### src/mie_pkg.sv
// Purpose: shared constants for the move / indirect move execution block
// Assumes: 32-bit APB, byte addresses, one aligned word per register
// Notes:   window locations alias the two pointers

package mie_pkg;

   localparam int DATA_W = 8;
   localparam int PTR_W  = 16;
   localparam int FA_W   = 7;
   localparam int OFS_W  = 6;
   localparam int PA_W   = 8;

   // addressing modes of the indirect load
   localparam logic [1:0] MODE_PRE_INC  = 2'h0;
   localparam logic [1:0] MODE_PRE_DEC  = 2'h1;
   localparam logic [1:0] MODE_POST_INC = 2'h2;
   localparam logic [1:0] MODE_POST_DEC = 2'h3;

   // file locations without storage, one per pointer
   localparam logic [6:0] WIN0_LOC = 7'h00;
   localparam logic [6:0] WIN1_LOC = 7'h01;

   // register map (byte addresses)
   localparam logic [7:0] OFS_WREG   = 8'h00;
   localparam logic [7:0] OFS_STATUS = 8'h04;
   localparam logic [7:0] OFS_PTR0   = 8'h08;
   localparam logic [7:0] OFS_PTR1   = 8'h0C;
   localparam logic [7:0] OFS_CTRL   = 8'h10;

   localparam int STAT_Z_BIT  = 0;
   localparam int CTRL_EN_BIT = 0;

   localparam logic [7:0]  W_RST    = 8'h00;
   localparam logic [15:0] PTR_RST  = 16'h0000;
   localparam logic [15:0] PTR_ONE  = 16'h0001;
   localparam logic        Z_RST    = 1'b0;
   localparam logic        EN_RST   = 1'b1;

endpackage

### src/mie_move_exec.sv
// Purpose: executes the file copy and indirect load instructions
// Assumes: instruction fields arrive already decoded, memory read is
//          combinational within the cycle
// Notes:   APB slave exposes working register, zero flag, pointers
//
// The implementer's own choices: the APB slave port and the register addresses.

`timescale 1ns/1ps

module mie_move_exec
#(
   parameter int DATA_W = mie_pkg::DATA_W,
   parameter int PTR_W  = mie_pkg::PTR_W
)
(
   input  wire logic              clk,
   input  wire logic              rst,
   input  wire logic              ce,
   // instruction issue
   input  wire logic              op_valid,
   input  wire logic              file_copy_op,
   input  wire logic              indirect_load_op,
   input  wire logic [6:0]        file_addr,
   input  wire logic              dest_bit,
   input  wire logic              ptr_index,
   input  wire logic [1:0]        addr_mode_field,
   input  wire logic              rel_form,
   input  wire logic [5:0]        rel_offset,
   output logic                   op_done,
   // data space
   output logic [PTR_W-1:0]       dm_addr,
   input  wire logic [DATA_W-1:0] dm_rdata,
   output logic [DATA_W-1:0]      dm_wdata,
   output logic                   dm_we,
   // core state
   output logic [DATA_W-1:0]      w_out,
   output logic                   z_out,
   output logic [PTR_W-1:0]       indirect_pointer0,
   output logic [PTR_W-1:0]       indirect_pointer1,
   // APB slave
   input  wire logic              psel,
   input  wire logic              penable,
   input  wire logic              pwrite,
   input  wire logic [7:0]        paddr,
   input  wire logic [31:0]       pwdata,
   output logic [31:0]            prdata,
   output logic                   pready,
   output logic                   pslverr
);

   // wrap-around add of a signed step to a pointer
   function automatic logic [PTR_W-1:0] ptr_add
   (
      input logic [PTR_W-1:0] base,
      input logic [PTR_W-1:0] step
   );
   begin
      ptr_add = base + step;
   end
   endfunction

   // sign-extends the relative offset to pointer width
   function automatic logic [PTR_W-1:0] sext_ofs
   (
      input logic [5:0] ofs
   );
   begin
      sext_ofs = {{(PTR_W-6){ofs[5]}}, ofs};
   end
   endfunction

   logic [DATA_W-1:0] w_reg;
   logic [DATA_W-1:0] w_next;
   logic              z_reg;
   logic              z_next;
   logic [PTR_W-1:0]  ptr0_reg;
   logic [PTR_W-1:0]  ptr0_next;
   logic [PTR_W-1:0]  ptr1_reg;
   logic [PTR_W-1:0]  ptr1_next;
   logic              en_reg;
   logic              en_next;
   logic              done_reg;
   logic [31:0]       rdata_reg;
   logic              err_reg;

   // instruction qualification
   wire logic exec       = ce & en_reg & op_valid;
   wire logic do_copy    = exec & file_copy_op;
   wire logic do_iload   = exec & indirect_load_op & ~file_copy_op;

   // window detection for the file copy
   wire logic hit_win0   = (file_addr == mie_pkg::WIN0_LOC);
   wire logic hit_win1   = (file_addr == mie_pkg::WIN1_LOC);
   wire logic hit_win    = hit_win0 | hit_win1;

   // pointer chosen by the indirect load
   wire logic [PTR_W-1:0] sel_ptr = ptr_index ? ptr1_reg : ptr0_reg;

   wire logic [PTR_W-1:0] ptr_inc = ptr_add(sel_ptr, mie_pkg::PTR_ONE);
   wire logic [PTR_W-1:0] ptr_dec = ptr_add(sel_ptr, -mie_pkg::PTR_ONE);
   wire logic [PTR_W-1:0] ptr_rel = ptr_add(sel_ptr, sext_ofs(rel_offset));

   wire logic mode_inc =
      (addr_mode_field == mie_pkg::MODE_PRE_INC) |
      (addr_mode_field == mie_pkg::MODE_POST_INC);

   // effective address of the indirect load
   logic [PTR_W-1:0] iload_addr;
   always_comb
   begin
      if (rel_form)
      begin
         iload_addr = ptr_rel;
      end
      else
      begin
         unique case (addr_mode_field)
            mie_pkg::MODE_PRE_INC:  iload_addr = ptr_inc;
            mie_pkg::MODE_PRE_DEC:  iload_addr = ptr_dec;
            mie_pkg::MODE_POST_INC: iload_addr = sel_ptr;
            mie_pkg::MODE_POST_DEC: iload_addr = sel_ptr;
         endcase
      end
   end

   // pointer value after the indirect load
   wire logic [PTR_W-1:0] ptr_after =
      rel_form ? sel_ptr : (mode_inc ? ptr_inc : ptr_dec);

   // file copy address: window locations redirect through a pointer
   wire logic [PTR_W-1:0] copy_addr =
      hit_win1 ? ptr1_reg :
      hit_win0 ? ptr0_reg :
      {{(PTR_W-7){1'b0}}, file_addr};

   // data space port; address stays meaningful even when idle
   assign dm_addr  = do_iload ? iload_addr : copy_addr;
   // write back of the same value when d is 1
   assign dm_we    = do_copy & dest_bit;
   assign dm_wdata = dm_rdata;

   wire logic moved_zero = (dm_rdata == '0);

   // APB decode
   wire logic apb_wr   = psel & penable & pwrite & ce;
   // reads are captured in setup so prdata stands through the access phase
   wire logic apb_rd   = psel & ~penable & ~pwrite & ce;
   wire logic sel_w    = (paddr == mie_pkg::OFS_WREG);
   wire logic sel_stat = (paddr == mie_pkg::OFS_STATUS);
   wire logic sel_p0   = (paddr == mie_pkg::OFS_PTR0);
   wire logic sel_p1   = (paddr == mie_pkg::OFS_PTR1);
   wire logic sel_ctrl = (paddr == mie_pkg::OFS_CTRL);
   wire logic sel_any  = sel_w | sel_stat | sel_p0 | sel_p1 | sel_ctrl;

   wire logic [31:0] rd_mux =
      sel_w    ? {{(32-DATA_W){1'b0}}, w_reg} :
      sel_stat ? {31'h0000_0000, z_reg} :
      sel_p0   ? {{(32-PTR_W){1'b0}}, ptr0_reg} :
      sel_p1   ? {{(32-PTR_W){1'b0}}, ptr1_reg} :
      sel_ctrl ? {31'h0000_0000, en_reg} :
      32'h0000_0000;

   // next state: an instruction takes priority over an APB write
   always_comb
   begin
      w_next    = w_reg;
      z_next    = z_reg;
      ptr0_next = ptr0_reg;
      ptr1_next = ptr1_reg;
      en_next   = en_reg;
      if (apb_wr)
      begin
         if (sel_w)
         begin
            w_next = pwdata[DATA_W-1:0];
         end
         if (sel_stat)
         begin
            z_next = pwdata[mie_pkg::STAT_Z_BIT];
         end
         if (sel_p0)
         begin
            ptr0_next = pwdata[PTR_W-1:0];
         end
         if (sel_p1)
         begin
            ptr1_next = pwdata[PTR_W-1:0];
         end
         if (sel_ctrl)
         begin
            en_next = pwdata[mie_pkg::CTRL_EN_BIT];
         end
      end
      // an executing instruction overrides a same-edge register write
      if (do_copy)
      begin
         if (!dest_bit)
         begin
            w_next = dm_rdata;
         end
         z_next = moved_zero;
      end
      if (do_iload)
      begin
         w_next = dm_rdata;
         z_next = moved_zero;
         if (ptr_index)
         begin
            ptr1_next = ptr_after;
         end
         else
         begin
            ptr0_next = ptr_after;
         end
      end
   end

   always_ff @(posedge clk)
   begin
      if (rst)
      begin
         w_reg    <= mie_pkg::W_RST;
         z_reg    <= mie_pkg::Z_RST;
         ptr0_reg <= mie_pkg::PTR_RST;
         ptr1_reg <= mie_pkg::PTR_RST;
         en_reg   <= mie_pkg::EN_RST;
      end
      else if (ce)
      begin
         w_reg    <= w_next;
         z_reg    <= z_next;
         ptr0_reg <= ptr0_next;
         ptr1_reg <= ptr1_next;
         en_reg   <= en_next;
      end
   end

   // completion pulse and registered read data
   always_ff @(posedge clk)
   begin
      if (rst)
      begin
         done_reg  <= 1'b0;
         rdata_reg <= 32'h0000_0000;
         err_reg   <= 1'b0;
      end
      else if (ce)
      begin
         done_reg  <= do_copy | do_iload;
         if (apb_rd)
         begin
            rdata_reg <= rd_mux;
         end
         err_reg   <= psel & ~penable & ~sel_any;
      end
   end

   // zero-wait when running; ce low stretches the access phase
   assign pready  = ce;
   assign prdata  = rdata_reg;
   assign pslverr = psel & penable & err_reg;

   assign op_done           = done_reg;
   assign w_out             = w_reg;
   assign z_out             = z_reg;
   assign indirect_pointer0 = ptr0_reg;
   assign indirect_pointer1 = ptr1_reg;

endmodule

### config.mk
export PLATFORM = sky130hd
export DESIGN_NAME = mie_move_exec
export DESIGN_NICKNAME = d
export VERILOG_FILES = /design/src/mie_pkg.sv /design/src/mie_move_exec.sv
export SDC_FILE = /design/constraint.sdc
export NUM_CORES = 1
export LEC_CHECK = 0
export ABC_AREA = 1
export BUFFER_PORTS_ARGS = -buffer_cell sky130_fd_sc_hd__buf_2
export CORE_AREA = 5 5 166 104
export DETAILED_ROUTE_END_ITERATION = 10
export DIE_AREA = 0 0 171 109
export GPL_TIMING_DRIVEN = 0
export PLACE_DENSITY = 0.66
export SETUP_SLACK_MARGIN = 0.4
export SLEW_MARGIN = 40
export SYNTH_ARGS = -nofsm -noshare
export SYNTH_HDL_FRONTEND = slang
export SYNTH_SLANG_ARGS = --single-unit
### constraint.sdc
create_clock -name clk -period 2.5 [get_ports clk]
set_input_delay 0.125 -clock clk [delete_from_list [all_inputs] [get_ports clk]]
set_output_delay 0.125 -clock clk [all_outputs]
set_load 0.005 [all_outputs]
==> metrics.md <==
| Metric | Value |
|---|---|
| Total placed instance area | 7456 µm² |
| 1st-iter DRT viols | 1177 |
| Reg2reg end | indirect_pointer1[4]$_SDFFE_PP0P_ |
| Worst vdd ir | 0.3760 mV |
| Synthesized area | 6407 µm² |
| Sw Ratio | 37.35% |
| Register bit total from synthesis | 60 |
| DRC viols | 0 |
| Largest family of logic cells by synthesized area | simple AND/OR/NAND/NOR gates |
| Number of vias per cell | 5.934 |
| Synth area leader | dfxtp_1 |
| Endpoints failing setup | 13 |
| Post-DP HPWL | 24740 µm |
| CP max stage delay | 0.39 ns |
| Final Max Slew Viols | 0 |
| Met1 WL | 14400 µm |
| Worst-Skew Late Latency | 0.33 ns |
| Ys async rst share | 0% |
| Synth Area in Compound Gates | 25.13% |
| Status | finished with violations |
| P_sw | 1.353 mW |
| Area share of xor/xnor cells in the synthesized design | 1.914% |
| Max clock buf depth | 2 |
| Failing checks | setup timing |
| Initial Util | 40.76% |
| Worst Clk Skew | 0.004563 ns |
| Register share of total power | 28.7% |
| First-pass GRT wire length | 46220 µm |
| Clk sinks | 60 |
| Clock share of power | 33.3% |
| Final Power | 3.622 mW |
| H-tree Lvls | 3 |
| PwrDens | 387.8 nW/µm² |
| Global route overflow | 0 |
| Gr usage total | 32.38% |
| HP Start | dm_rdata[1] |
| Slew headroom | 38.32% |
| Most common library cells after synthesis | nand2_1 (319), inv_1 (111), o21ai_0 (103), nor2_1 (95), nand3_1 (92) |
| Post-synthesis cell type count | 44 |
| Crit path time final | 2.727 ns |
| Gate Count Post-Synth | 1133 |
| Die area | 18640 µm² |
| Leak | 4.302 nW |
| Post-layout net count | 1463 |
| Initial antenna violation count | 0 |
| CTS buffer count | 9 |
| Yosys warns | 0 |
| CTS tree | yes |
| Via count | 9399 |
| Hold Path End | w_out[1]$_SDFFE_PP0P_ |
| Share of layout cells above drive strength 1 | 35.93% |
| Hold depth | 3 |
| FP Rows | 36 |
| Routed length on met2 | 12400 µm |
| Vias in the first global route | 7809 |
| Clock slew at reported path FFs | 0.05 ns |
| Crit path required time | 2.38 ns |
| Yosys top cell area share | 18.75% |
| IO Port Bufs | 141 |
| Area of the multi-input gates | 5356 µm² |
| Layout area overhead | 45.75% |
| CORE AREA | 15720 µm² |
| CP endpoint kind | primary output |
| Post-synthesis mux area share | 0% |
| Worst path cell trace | inv_2, nand2_2, nand2_4, inv_4, ha_4, inv_4, fa_2, o21ai_4, a21oi_4, o21bai_1, xor2_1, o21ai_2, o21ai_2, buf_2 |
| Fin area | 9339 µm² |
| DIE WIDTH | 171 µm |
| CP arrival | 2.60 ns |
| Maximum Capacitance Violations | 0 |
| Met3 routed WL | 5554 µm |
| Root buffer cell | clkbuf_16 |
| Register area | 1251 µm² |
| Largest net degree at the start of global routing | 12 |
| Die height | 109 µm |
| Ranking of synthesized cells by area | dfxtp_1 (19%), nand2_1 (19%), o21ai_0 (8.0%) |
| Final period util | 109.1% |
| Final Hold Fails | 0 |
| Kind of critical path | flop to primary output |
| Post-CTS Hold Fix Bufs | 0 |
| Worst R2R Start | indirect_pointer1[0]$_SDFFE_PP0P_ |
| Worst R2R Path Depth | 16 |
| Drt first pass iters | 5 |
| Routed Antenna Nets | 0 |
| Top FF cell, synth | dfxtp_1 |
| Adder-Cell Fraction of Synth Area | 3.632% |
| Number of synthesized flops with an enable pin | 0 |
| Final setup margin | -0.2268 ns |
| Critical path launch point type | flop |
| Achievable Freq | 366.7 MHz |
| R2R setup slack | 0.15 ns |
| Top routing layer used | met4 |
| Worst slack at placement | -0.2189 ns |
| Tightest Pin Transition | 0.9252 ns |
| Post-synthesis simple-gate area fraction | 36.98% |
| Wirelength, routed | 32990 µm |
| Worst-path fanout max | 3 |
| Worst min path class | primary input to flop |
| Syn Area/Cell | 5.655 µm² |
| Internal power | 2.269 mW |
| Ports | 176 |
| Critical Path Slowest Stage Cell | fa_2 |
| Final setup TNS | -1.516 ns |
| Combinational share of power | 38.0% |
| Final Wtd Congestion | 1.028 |
| Post-synthesis sequential area ratio | 18.75% |
| Post-DR wirelength/cell | 20.83 µm |
| Dominant cell by count in the synthesized netlist | nand2_1 |
| # diodes | 0 |
| Fillers | 1564 |
| RSZ-0062 raised after global routing | true |
==> cell type report <==
cell class                      count  area share, %
Inverter                          119          4.917
Clock inverter                      4         0.2412
Clock buffer                       12          2.854
Buffer                             78          4.636
Multi-Input combinational cell    892          57.36
Timing Repair Buffer              210          13.80
Sequential cell                    60          13.40
Tap cell                          209          2.800
==> cells in the final DEF (no fill, tap or decap), types with 9 or more instances in the layout <==
cell       instances
nand2_1          280
nor2_1            78
nand2_2           35
conb_1            16
a31oi_1           16
xor2_1             9
nand3_1           68
o21ai_2           11
nand2_4           21
o211ai_1          23
clkbuf_1          31
o22ai_1           17
o21ai_0           90
inv_2             13
inv_1             98
dfxtp_2           25
a21oi_2           12
nor2_2            14
dfxtp_1           30
a21oi_1           67
nand3_2           20
buf_4             81
buf_2            149
buf_6             16
nor2_4            11
nand4_1           15
ha_4              15
clkbuf_16          9
==> metrics by stage <==
step / util (%) / cells / hold slack [ns]
CTS: 54.10 / 1549 / 0.09683
global placement: 47.43 / 1498 / 0.4269
floorplan: - / 1148 / 0.2554
global route: 59.41 / 1584 / 0.1148
detailed placement: 47.43 / 1498 / 0.4390
finish: 59.41 / 1584 / 0.1044
==> cell families after synthesis <==
| kind of cell | Yosys count |
|---|---|
| AO/OA/AOI/OAI | 281 |
| XOR/XNOR | 14 |
| adder cells (fa/ha/maj) | 18 |
| buffers and inverters | 197 |
| flip-flops | 60 |
| other | 1 |
| AND/OR/NAND/NOR | 562 |
==> power by group through the flow <==
stage | registers, mW | clock network (mW) | logic [mW]
3_5_place_dp | 1.06 | 0 | 0.962
6_report | 1.04 | 1.21 | 1.38
2_1_floorplan | 1.05 | 0 | 0.616
3_3_place_gp | 1.06 | 0 | 0.961
4_1_cts | 1.04 | 1.21 | 1.15
5_1_grt | 1.04 | 1.25 | 1.46
==> per-layer routing <==
layer	global-route usage, %	vias up
met1	49.30	4368
met4	5.483	0
met5	0	-
met3	13.80	64
met2	41.80	717
li1	-	4250
==> worst max-delay path: cells and delay by family, from the launching register on <==
kind / cells / cell delay, ns
adder cells (fa/ha/maj): 2 / 0.53
AO/OA/AOI/OAI: 5 / 0.75
flip-flops: 1 / 0.35
XOR/XNOR: 1 / 0.20
AND/OR/NAND/NOR: 2 / 0.15
buffers and inverters: 4 / 0.28
==> timing repair <==
item,in CTS,in global routing
endpoints found under the setup margin,48,50
setup buffers,35,34
cloned,0,1
pin swaps,46,55
gates resized for setup,138,142
==> how the worst max path moves through the flow <==
stage                                      start     endpoint  slack (ns)
2_1_floorplan  indirect_pointer0[0]$_SDFFE_PP0P_  dm_addr[10]        0.37
3_3_place_gp                           ptr_index  dm_addr[10]       -0.20
3_5_place_dp                           ptr_index  dm_addr[10]       -0.22
4_1_cts        indirect_pointer1[0]$_SDFFE_PP0P_  dm_addr[10]       -0.18
5_1_grt        indirect_pointer1[0]$_SDFFE_PP0P_  dm_addr[10]       -0.31
6_report       indirect_pointer1[0]$_SDFFE_PP0P_  dm_addr[10]       -0.23
Note: power is estimated with default switching activity, not from simulation.
